File: config.mk
export PLATFORM = sky130hd
export DESIGN_NAME = rfi_slave_port
export DESIGN_NICKNAME = d
export VERILOG_FILES = /design/src/design/rfi_pkg.sv /design/src/design/rfi_slave_port.sv
export VERILOG_INCLUDE_DIRS = /design/src /design/src/design
export SDC_FILE = /design/constraint.sdc
export NUM_CORES = 1
export LEC_CHECK = 0
export BUFFER_PORTS_ARGS = -buffer_cell sky130_fd_sc_hd__buf_4
export CORE_ASPECT_RATIO = 0.5
export CORE_UTILIZATION = 53
export DETAILED_ROUTE_END_ITERATION = 10
export HOLD_SLACK_MARGIN = 0.15
export PLACE_DENSITY_LB_ADDON = 0.08
export SYNTH_ARGS = -nofsm -noshare
export SYNTH_HDL_FRONTEND = slang
export SYNTH_SLANG_ARGS = --single-unit
export TNS_END_PERCENT = 30
File: constraint.sdc
create_clock -name clk_sys -period 2.2 [get_ports clk_sys]
set_input_delay 0.44 -clock clk_sys [delete_from_list [all_inputs] [get_ports clk_sys]]
set_output_delay 0.44 -clock clk_sys [all_outputs]
set_load 0.03 [all_outputs]
File: src/design/rfi_cfg.svh
/*
 Constants of the two-wire slave port: bus addresses, pointer limits,
 bit counts. Assumes inclusion by bare name from the module.
*/
`ifndef RFI_CFG_SVH
`define RFI_CFG_SVH
`define RFI_RTC_ADDR 7'h68
`define RFI_FRAM_HI 4'hA
`define RFI_FRAM_BIG_ADDR 7'h50
`define RFI_RTC_LAST 8'h12
`define RFI_FRAM_LAST_SMALL 13'h07FF
`define RFI_FRAM_LAST_BIG 13'h1FFF
`define RFI_BIT_LAST 3'h7
`define RFI_BIT_FIRST 3'h0
`define RFI_IDX_DATA 2'h2
`define RFI_IDX_HI 2'h1
`define RFI_IDX_FIRST 2'h0
`endif

File: src/design/rfi_pkg.sv
/*
 Types of the two-wire slave port.
 Assumes the constants header sits in the same folder.
*/
package rfi_pkg;
    typedef enum logic [5:0] {
        RFI_IDLE = 6'h01,
        RFI_DEV = 6'h02,
        RFI_RX = 6'h04,
        RFI_ACK = 6'h08,
        RFI_TX = 6'h10,
        RFI_MACK = 6'h20
    } rfi_state_t;
endpackage

File: src/design/rfi_slave_port.sv
/*
 Two-wire slave port of a clock chip with nonvolatile memory: condition
 detection, address decode, pointer loading and byte streaming.
 Assumes scl and sda arrive asynchronously, the system clock is far faster
 than the bus clock, and mem_rdata follows mem_raddr combinationally.
*/
// Function
// Idle only while both lines high
// Master starts only on idle bus
// Data fall with clock high: START
// Data rise with clock high: STOP
// Data changes only while clock low
// Eight bits MSB first, then acknowledge
// Address and data both MSB first
// Master gives ninth clock, all conditions
// Acknowledge holds data low through high
// Release data after master not-acknowledge
// No limit on byte count
// Repeated START restarts address decoding
// Works at 100kHz and 400kHz
// Answer timekeeping address 1101000
// Small memory: 1010 plus block bits
// Large memory: answer address 1010000
// Direction bit: zero write, one read
// Acknowledge every matching address byte
// Write: pointer byte, then data bytes
// Large memory takes two pointer bytes
// Read starts at stored pointer
// Read continues until not-acknowledge
// Pointer-only write positions later reads
// Pointer wraps to zero at end
// Pointer advances after every data byte
`timescale 1ns/100ps
`include "rfi_cfg.svh"
module rfi_slave_port
    import rfi_pkg::*;
#(
    parameter bit LARGE_MEM = 1'b0
) (
    input wire logic clk_sys,
    input wire logic nrst,
    input wire logic ce,
    input wire logic scl_in,
    input wire logic sda_in,
    output logic sda_out,
    output logic sda_oe,
    output logic bus_busy,
    output logic mem_tgt,
    output logic [12:0] mem_raddr,
    input wire logic [7:0] mem_rdata,
    output logic mem_we,
    output logic mem_wtgt,
    output logic [12:0] mem_waddr,
    output logic [7:0] mem_wdata
);
    logic scl_m, scl_s, scl_p, sda_m, sda_s, sda_p;
    logic scl_rise, scl_fall, start_det, stop_det;
    rfi_state_t st, next_st;
    logic [2:0] bitc, next_bitc;
    logic [7:0] sh, next_sh;
    logic [1:0] bidx, next_bidx;
    logic [7:0] rtc_ptr, next_rtc_ptr;
    logic [12:0] fram_ptr, next_fram_ptr;
    logic full, next_full;
    logic rw, next_rw;
    logic tgt, next_tgt;
    logic mack, next_mack;
    logic oe, next_oe;
    logic busy, next_busy;
    logic next_we, next_wtgt;
    logic [12:0] next_waddr;
    logic [7:0] next_wdata;
    logic rtc_hit, fram_hit;

    // two-stage synchronisers
    // Edges come from the second stage only; a 10 ns clock leaves
    // ample margin against a 1.25 us half period at fast mode.
    always_ff @(posedge clk_sys) begin
        if (!nrst) begin
            scl_m <= 1'b1;
            scl_s <= 1'b1;
            scl_p <= 1'b1;
            sda_m <= 1'b1;
            sda_s <= 1'b1;
            sda_p <= 1'b1;
        end else if (ce) begin
            scl_m <= scl_in;
            scl_s <= scl_m;
            scl_p <= scl_s;
            sda_m <= sda_in;
            sda_s <= sda_m;
            sda_p <= sda_s;
        end
    end

    assign scl_rise = scl_s & ~scl_p;
    assign scl_fall = ~scl_s & scl_p;
    // start while clock high
    assign start_det = scl_s & scl_p & sda_p & ~sda_s;
    // stop while clock high
    assign stop_det = scl_s & scl_p & ~sda_p & sda_s;

    // timekeeping address
    assign rtc_hit = sh[7:1] == `RFI_RTC_ADDR;
    // memory address by variant
    assign fram_hit = LARGE_MEM ? (sh[7:1] == `RFI_FRAM_BIG_ADDR) : (sh[7:4] == `RFI_FRAM_HI);

    function automatic logic [7:0] rtc_adv(input logic [7:0] p);
        // wrap at end of register space
        rtc_adv = (p == `RFI_RTC_LAST) ? 8'h00 : p + 8'h01;
    endfunction

    function automatic logic [12:0] fram_adv(input logic [12:0] p);
        logic [12:0] last;
        last = LARGE_MEM ? `RFI_FRAM_LAST_BIG : `RFI_FRAM_LAST_SMALL;
        // wrap at end of memory
        fram_adv = (p == last) ? 13'h0000 : p + 13'h0001;
    endfunction

    assign mem_tgt = tgt;
    assign mem_raddr = tgt ? fram_ptr : {5'h00, rtc_ptr};
    // Open-drain: only ever pulls low
    assign sda_out = 1'b0;
    assign sda_oe = oe;
    assign bus_busy = busy;

    always_comb begin
        logic load;
        load = 1'b0;
        next_st = st;
        next_bitc = bitc;
        next_sh = sh;
        next_bidx = bidx;
        next_rtc_ptr = rtc_ptr;
        next_fram_ptr = fram_ptr;
        next_full = full;
        next_rw = rw;
        next_tgt = tgt;
        next_mack = mack;
        next_oe = oe;
        next_busy = busy;
        next_we = 1'b0;
        next_wtgt = mem_wtgt;
        next_waddr = mem_waddr;
        next_wdata = mem_wdata;
        if (stop_det) begin
            // stop ends transfer
            next_st = RFI_IDLE;
            next_oe = 1'b0;
            next_busy = 1'b0;
            next_full = 1'b0;
        end else if (start_det) begin
            // repeated start decodes anew
            next_st = RFI_DEV;
            next_bitc = `RFI_BIT_FIRST;
            next_oe = 1'b0;
            next_busy = 1'b1;
            next_full = 1'b0;
        end else begin
            unique case (st)
                RFI_IDLE: begin
                end
                RFI_DEV, RFI_RX: begin
                    // shift in MSB first
                    if (scl_rise) begin
                        next_sh = {sh[6:0], sda_s};
                        next_bitc = bitc + 3'h1;
                        if (bitc == `RFI_BIT_LAST) begin
                            next_full = 1'b1;
                        end
                    end
                    if (scl_fall && full) begin
                        next_full = 1'b0;
                        next_st = RFI_ACK;
                        next_oe = 1'b1;
                        if (st == RFI_DEV) begin
                            next_bidx = `RFI_IDX_FIRST;
                            // direction bit
                            next_rw = sh[0];
                            if (rtc_hit) begin
                                next_tgt = 1'b0;
                            end else if (fram_hit) begin
                                next_tgt = 1'b1;
                                if (!LARGE_MEM) begin
                                    next_fram_ptr[10:8] = sh[3:1];
                                end
                            end else begin
                                // Not ours: stay off the bus until next start
                                next_st = RFI_IDLE;
                                next_oe = 1'b0;
                            end
                        end else if (bidx == `RFI_IDX_DATA) begin
                            // data byte written at pointer
                            next_we = 1'b1;
                            next_wtgt = tgt;
                            next_wdata = sh;
                            next_waddr = mem_raddr;
                            // advance after each byte
                            if (tgt) begin
                                next_fram_ptr = fram_adv(fram_ptr);
                            end else begin
                                next_rtc_ptr = rtc_adv(rtc_ptr);
                            end
                        end else if (tgt && LARGE_MEM && bidx == `RFI_IDX_FIRST) begin
                            // high pointer byte first
                            next_fram_ptr[12:8] = sh[4:0];
                            next_bidx = `RFI_IDX_HI;
                        end else begin
                            // pointer byte alone positions reads
                            if (tgt) begin
                                next_fram_ptr[7:0] = sh;
                            end else begin
                                next_rtc_ptr = sh;
                            end
                            next_bidx = `RFI_IDX_DATA;
                        end
                    end
                end
                RFI_ACK: begin
                    // hold low until ack clock falls
                    if (scl_fall) begin
                        next_bitc = `RFI_BIT_FIRST;
                        if (rw) begin
                            load = 1'b1;
                        end else begin
                            next_oe = 1'b0;
                            next_st = RFI_RX;
                        end
                    end
                end
                RFI_TX: begin
                    // change data only after clock fall
                    if (scl_fall) begin
                        if (bitc == `RFI_BIT_LAST) begin
                            next_oe = 1'b0;
                            next_st = RFI_MACK;
                        end else begin
                            next_sh = {sh[6:0], 1'b0};
                            next_oe = ~sh[6];
                            next_bitc = bitc + 3'h1;
                        end
                    end
                end
                RFI_MACK: begin
                    if (scl_rise) begin
                        next_mack = ~sda_s;
                    end
                    if (scl_fall) begin
                        next_bitc = `RFI_BIT_FIRST;
                        // continue while acknowledged
                        if (mack) begin
                            load = 1'b1;
                        end else begin
                            // release after not-acknowledge
                            next_st = RFI_IDLE;
                            next_oe = 1'b0;
                        end
                    end
                end
            endcase
        end
        if (load) begin
            // read from stored pointer
            next_sh = mem_rdata;
            next_oe = ~mem_rdata[7];
            next_st = RFI_TX;
            // advance after byte taken
            if (tgt) begin
                next_fram_ptr = fram_adv(fram_ptr);
            end else begin
                next_rtc_ptr = rtc_adv(rtc_ptr);
            end
        end
    end

    always_ff @(posedge clk_sys) begin
        if (!nrst) begin
            st <= RFI_IDLE;
            bitc <= `RFI_BIT_FIRST;
            sh <= 8'h00;
            bidx <= `RFI_IDX_FIRST;
            rtc_ptr <= 8'h00;
            fram_ptr <= 13'h0000;
            full <= 1'b0;
            rw <= 1'b0;
            tgt <= 1'b0;
            mack <= 1'b0;
            oe <= 1'b0;
            busy <= 1'b0;
            mem_we <= 1'b0;
            mem_wtgt <= 1'b0;
            mem_waddr <= 13'h0000;
            mem_wdata <= 8'h00;
        end else if (ce) begin
            st <= next_st;
            bitc <= next_bitc;
            sh <= next_sh;
            bidx <= next_bidx;
            rtc_ptr <= next_rtc_ptr;
            fram_ptr <= next_fram_ptr;
            full <= next_full;
            rw <= next_rw;
            tgt <= next_tgt;
            mack <= next_mack;
            oe <= next_oe;
            busy <= next_busy;
            mem_we <= next_we;
            mem_wtgt <= next_wtgt;
            mem_waddr <= next_waddr;
            mem_wdata <= next_wdata;
        end
    end
endmodule

After elaboration in Yosys (flattened, before gate mapping)
Cells that the tools add are included.
W data, S select, Z words.
{"block": "op_classes", "reduce_logical": 22, "add_sub_neg": 3, "n_bitwise": 16, "n_eq_ne": 28, "mux": 94}
{"op": "$mux W8", "n": 20}
{"op": "$mux W13", "n": 9}
{"op": "$mux W6", "n": 10}
{"op": "$mux W1", "n": 35}
{"op": "$ne A5 B5 Y1 const B", "n": 7}
{"op": "$reduce_and A7 Y1", "n": 4}
{"op": "$mux W3", "n": 8}
{"op": "$pmux W6 S4", "n": 1}
{"op": "$ne A3 B3 Y1 const B", "n": 6}
{"op": "$pmux W8 S2", "n": 1}
{"op": "$add A13 B1 Y13 const B", "n": 1}
{"op": "$eq A13 B11 Y1 const B", "n": 1}
{"op": "$mux W4", "n": 3}
{"op": "$reduce_and A6 Y1", "n": 2}
{"op": "$reduce_bool A4 Y1", "n": 3}
{"op": "$not A1 Y1", "n": 9}
{"op": "$pmux W3 S3", "n": 1}
{"op": "$reduce_and A9 Y1", "n": 1}
{"op": "$add A8 B1 Y8 const B", "n": 1}
{"op": "$eq A8 B5 Y1 const B", "n": 1}
{"op": "$reduce_and A8 Y1", "n": 1}
{"op": "$and A1 B1 Y1", "n": 7}
{"op": "$eq A7 B7 Y1 const B", "n": 1}
{"op": "$reduce_bool A7 Y1", "n": 1}
{"op": "23 further kinds", "n": 29}
{"block": "word_totals", "in_bits": 13, "register_bits": 75, "wordCells": 185}

Logic depth before layout (Yosys ltp)
{"block": "depth", "word_depth": 11, "mapped_depth": 9, "depth_no_buf": 8}

Worst setup path before layout
Ideal clock, no wire load.
{"block": "synth_path", "kind": "register to register", "from": "register st[5]", "to": "register fram_ptr[11]", "period_less_slack_ns": 2.376, "stages_incl_launch_ff": 9, "t_required_ns": 2.072, "setup_slack_ns": -0.176, "arrival_time_ns": 2.249, "setup_ns": 0.128, "cell_sequence": "dfxtp_1 -> buf_6 -> or4_1 -> buf_2 -> nor4_4 -> nand2_4 -> a2111oi_4 -> mux2i_1 -> nor2_1"}
{"block": "synth_via", "elab_chain_cells": 8, "elab_cells_between_ends": 15, "classes_between": "eq/ne: 4; mux: 10; reduce/logical: 1"}
{"element": "from (decl)", "line": "rfi_slave_port.sv:58", "rtl": "rfi_state_t st, next_st;"}
{"element": "from (signal assigned)", "line": "rfi_slave_port.sv:295", "rtl": "st <= next_st;"}
{"element": "$eq A6 B2 Y1", "line": "rfi_slave_port.sv:160, rfi_slave_port.sv:176"}
{"element": "$mux W2", "line": "rfi_slave_port.sv:176", "rtl": "if (st == RFI_DEV) begin"}
{"element": "$mux W13", "line": "rfi_slave_port.sv:172", "rtl": "if (scl_fall && full) begin"}
{"element": "$mux W13", "line": "rfi_slave_port.sv:160", "rtl": "unique case (st)"}
{"element": "$mux W13", "line": "rfi_slave_port.sv:152", "rtl": "end else if (start_det) begin"}
{"element": "$mux W13", "line": "rfi_slave_port.sv:146", "rtl": "if (stop_det) begin"}
{"element": "$mux W13", "line": "rfi_slave_port.sv:268", "rtl": "if (tgt) begin"}
{"element": "$mux W13 (*)", "line": "rfi_slave_port.sv:262", "rtl": "if (load) begin"}
{"element": "to (signal assigned)", "line": "rfi_slave_port.sv:300", "rtl": "fram_ptr <= next_fram_ptr;"}
{"element": "to (decl)", "line": "rfi_slave_port.sv:63", "rtl": "logic [12:0] fram_ptr, next_fram_ptr;"}
Mark *: on every way between the ends. The rest lies on a longest branch, timed or not.
A chain may end at the register's enable or synchronous reset.

Worst setup path in the final report
{"block": "layout_path", "from": "register st[5]", "to": "register fram_ptr[2]"}
{"block": "layout_via", "elab_chain_cells": 8, "elab_cells_between_ends": 15, "classes_between": "eq/ne: 4; mux: 10; reduce/logical: 1"}
{"element": "$eq A6 B2 Y1", "line": "rfi_slave_port.sv:160, rfi_slave_port.sv:176"}
{"element": "$mux W8", "line": "rfi_slave_port.sv:176"}
{"element": "$mux W13", "line": "rfi_slave_port.sv:172"}
{"element": "$mux W13", "line": "rfi_slave_port.sv:160"}
{"element": "$mux W13", "line": "rfi_slave_port.sv:152"}
{"element": "$mux W13", "line": "rfi_slave_port.sv:146"}
{"element": "$mux W13", "line": "rfi_slave_port.sv:268"}
{"element": "$mux W13 (*)", "line": "rfi_slave_port.sv:262"}
Marked as above.

==> summary.json <==
{
  "final_standard_cell_utilization_of_the_core_pct": 71.9,
  "place_hpwl_um": 10900,
  "max-vdd-ir-drop_v": 0.000437,
  "cts-htree-levels": 3,
  "cts_buffers": 9,
  "timing.critical_path.buf_inv": 2,
  "critical_path.most_common_cell": "sky130_fd_sc_hd__buf_4",
  "first_iter_violations": 778,
  "postCtsHoldBufs": 0,
  "syn_avg_cell_area_um2": 7.29,
  "grt_pass1_wl_um": 23700,
  "timing.final.crit_period_ps": 2150,
  "post_synth_num_cell_types": 73,
  "cts_setup_buffers": 0,
  "grt_antenna_before_repair": 1,
  "synth_most_common_cell": "sky130_fd_sc_hd__nand2_1",
  "setup_crit_end_kind": "flop",
  "tritoncts_clock_tree": "built",
  "dr_total_vias": 5187,
  "instance_count_along_the_most_critical_hold_path": 3,
  "timing.critical_path.required_ps": 2480,
  "clkLatencyLatePin_ps": 350,
  "slew_worst_pin_ps": 629,
  "number_of_top_level_pins": 53,
  "dieHeight_um": 68.1,
  "min-delay-path-class": "input pin to flop",
  "syn_inst": 635,
  "reg2reg_from": "st[5]",
  "path_cells": "buf_4, nor4_4, buf_4, nand3_1, a2111o_1, o21ai_1, nand2_1, a31oi_1",
  "layout-drive-gt1-share_pct": 23.6,
  "layoutNonFillerInstCount": 832,
  "placement.cell_area_um2": 5530,
  "clock-skew-final_ps": 11.3,
  "ctsLongestPathBuffers": 2,
  "synthDominantAreaCellType": "sky130_fd_sc_hd__dfxtp_1",
  "delay_heaviest_family_cp": "compound AO/OA/AOI/OAI gates",
  "holdCritStartpoint": "scl_in",
  "drt-total-wl_um": 15500,
  "worst_path_max_delay_cell": "sky130_fd_sc_hd__a2111o_1",
  "postRouteAntennaNets": 0,
  "seq_area_frac_synth_pct": 32.0,
  "grt_pass1_vias": 4440,
  "track_usage_pct": 34.4,
  "num_antenna_cells": 0,
  "p_seq_share_pct": 43.7,
  "holdPathEnd": "scl_m",
  "clockRootBuffer": "sky130_fd_sc_hd__clkbuf_16",
  "combinationalPowerShare_pct": 7.7,
  "post_synth_most_frequent_cells": "117 x sky130_fd_sc_hd__nand2_1, 74 x sky130_fd_sc_hd__dfxtp_1, 66 x sky130_fd_sc_hd__a21oi_1",
  "yosys_register_bits": 74,
  "power_switching_mw": 0.781,
  "rows": 23,
  "io_buffers": 51,
  "clk_pin_slew_ps": 60,
  "worst_r2r_setup_slack_ps": 50,
  "power.leakage_nw": 2.12,
  "layout_area_overhead_pct": 27.8,
  "worst-endpoint-arrival_ps": 2430,
  "fin_setup_tns_ps": 0,
  "die-area_um2": 9130,
  "finish.instance_area_um2": 5910,
  "maximum_net_fanout_on_the_critical_path": 9,
  "tightest_slew_margin_relative_to_the_limit_pct": 57.6,
  "route.detailed.vias_per_inst": 6.23,
  "grt-ovfl-total": 0,
  "gpl.final_weighted_congestion": 0.967,
  "numPlacedInstances": 816,
  "final_hold_viol_count": 0,
  "number_of_enable_flip_flop_cells_after_synthesis": 0,
  "nNetsFinal": 733,
  "cts.sinks": 74,
  "core_um2": 8230,
  "syn-num-nets": 653,
  "proportion_of_netlist_area_held_by_the_largest_area_contributor_pct": 32.0,
  "rsz0062_at_grt": "yes",
  "cellPowerDensity_nw_per_um2": 532,
  "drt-pass1-iter-count": 6,
  "synth-main-ff-cell": "sky130_fd_sc_hd__dfxtp_1",
  "max_freq_mhz": 465,
  "die-width_um": 134,
  "setup.worst_path.start_class": "flop",
  "synth_async_sr_flop_share_pct": 0,
  "syn-cell-area_um2": 4630,
  "clockPowerShare_pct": 48.5,
  "report.final.slew_viol_count": 0,
  "critical-path-max-stage-delay_ps": 570,
  "run_status": "completed",
  "initial_core_util_pct": 56.2,
  "max_cap_viol_count": 0,
  "sw_frac_of_total_pct": 24.8,
  "route.detailed.drc": 0,
  "pin_count_of_the_biggest_net_entering_global_routing": 38,
  "internal_power_mw": 2.36,
  "post_drt_wl_per_cell_um": 18.6,
  "ys_warn_count": 0,
  "setup_viol_count_final": 0,
  "synth.top_cells.by_area": "sky130_fd_sc_hd__dfxtp_1 32%, sky130_fd_sc_hd__nand2_1 9.5%, sky130_fd_sc_hd__a21oi_1 7.1%",
  "worst-setup-path-type": "flop to flop",
  "r2r_cells": 8,
  "timing.rr.end": "fram_ptr[2]",
  "period_share_pct": 97.7
}
## worst max-delay path by stage
stage               slack (ps)      endpoint  cells after the start   from
global route               -30  fram_ptr[11]                      8  st[0]
detailed placement         -40   fram_ptr[7]                      7  st[0]
floorplan                  -60  fram_ptr[11]                      8  st[5]
global placement            30  fram_ptr[11]                      7  st[0]
finish                      50   fram_ptr[2]                      8  st[5]
CTS                         60  fram_ptr[11]                      7  st[2]
## registers in the layout, summed over array words and instances, names as in the netlist, 3 cells and up
register,count
sh,8
rtc_ptr,8
mem_wdata,8
bitc,3
st,6
fram_ptr,13
mem_waddr,13
## kinds of logic after synthesis
| kind of cell | Yosys count | synth area share (%) |
|---|---|---|
| adders and majority gates | 5 | 1.35 |
| DFF | 74 | 32.0 |
| other | 1 | 0.0810 |
| AOI/OAI and AO/OA | 186 | 25.8 |
| buffers and inverters | 62 | 5.62 |
| and+or+nand+nor | 279 | 29.2 |
| muxes | 17 | 3.87 |
| xor gates and xnor gates | 11 | 2.08 |
## power by group through the flow
stage / Combinational (mW) / Sequential (mW) / Clock, mW
global placement: 0.222 / 1.40 / 0
detailed placement: 0.225 / 1.40 / 0
floorplan: 0.142 / 1.40 / 0
finish: 0.243 / 1.38 / 1.53
CTS: 0.229 / 1.37 / 1.53
global route: 0.261 / 1.38 / 1.60
## cell usage in the layout, fill, tap and decap left out, types with 5 or more instances in the layout
master / Yosys / layout
sky130_fd_sc_hd__clkbuf_16: 0 / 9
sky130_fd_sc_hd__or3_1: 5 / 5
sky130_fd_sc_hd__mux2_2: 7 / 7
sky130_fd_sc_hd__nor3_1: 17 / 13
sky130_fd_sc_hd__a31oi_1: 10 / 10
sky130_fd_sc_hd__o21ai_0: 41 / 39
sky130_fd_sc_hd__and2_1: 9 / 9
sky130_fd_sc_hd__nor4_1: 6 / 5
sky130_fd_sc_hd__a211oi_1: 6 / 6
sky130_fd_sc_hd__o21ai_1: 3 / 5
sky130_fd_sc_hd__buf_4: 1 / 115
sky130_fd_sc_hd__inv_1: 9 / 9
sky130_fd_sc_hd__ha_1: 5 / 5
sky130_fd_sc_hd__a21oi_1: 66 / 66
sky130_fd_sc_hd__buf_12: 0 / 5
sky130_fd_sc_hd__o211ai_1: 8 / 8
sky130_fd_sc_hd__dfxtp_1: 74 / 71
sky130_fd_sc_hd__a311oi_1: 11 / 11
sky130_fd_sc_hd__nand2b_1: 7 / 7
sky130_fd_sc_hd__nand4_1: 11 / 11
sky130_fd_sc_hd__xnor2_1: 8 / 8
sky130_fd_sc_hd__nand3_1: 28 / 28
sky130_fd_sc_hd__nor2b_1: 9 / 8
sky130_fd_sc_hd__nor2_1: 44 / 43
sky130_fd_sc_hd__nand2_1: 117 / 117
sky130_fd_sc_hd__mux2i_1: 10 / 10
## metrics by stage
step	setup WS [ps]	total power [mW]	hold WS [ps]
final	50.7	3.14	302
after floorplan	-60.5	1.54	440
after global placement	33.5	1.62	439
after global routing	-34.9	3.24	300
after CTS	55.3	3.14	303
after detailed placement	-41.8	1.63	448
## layer usage
metal | wire [um] | GRT usage, % | up-vias
li1 | - | - | 2460
met1 | 7160 | 47.0 | 2402
met2 | 6420 | 52.5 | 293
met3 | 1560 | 9.33 | 32
met4 | 369 | 11.8 | 0
met5 | 0 | 0 | -
## worst register-to-register path, stage by stage (launching register included)
cell and delay, ps:
sky130_fd_sc_hd__dfxtp_1 310, sky130_fd_sc_hd__buf_4 170, sky130_fd_sc_hd__nor4_4 280, sky130_fd_sc_hd__buf_4 170
sky130_fd_sc_hd__nand3_1 150, sky130_fd_sc_hd__a2111o_1 570, sky130_fd_sc_hd__o21ai_1 210, sky130_fd_sc_hd__nand2_1 80
sky130_fd_sc_hd__a31oi_1 150
## area by class of cell
type | count | area, um^2
sequential | 74 | 1490
multi-input combinational | 499 | 2980
fill | 674 | 2320
inverter | 11 | 41.3
tap | 112 | 140
timing repair buffer | 120 | 963
clock buffer | 10 | 239
clock inverter | 6 | 65.1
## repair_timing
action	in CTS	in global routing
endpoints found under the setup margin	3	25
pin swaps	0	1
resized for setup	3	16
Note: power is estimated with default switching activity, not from simulation.
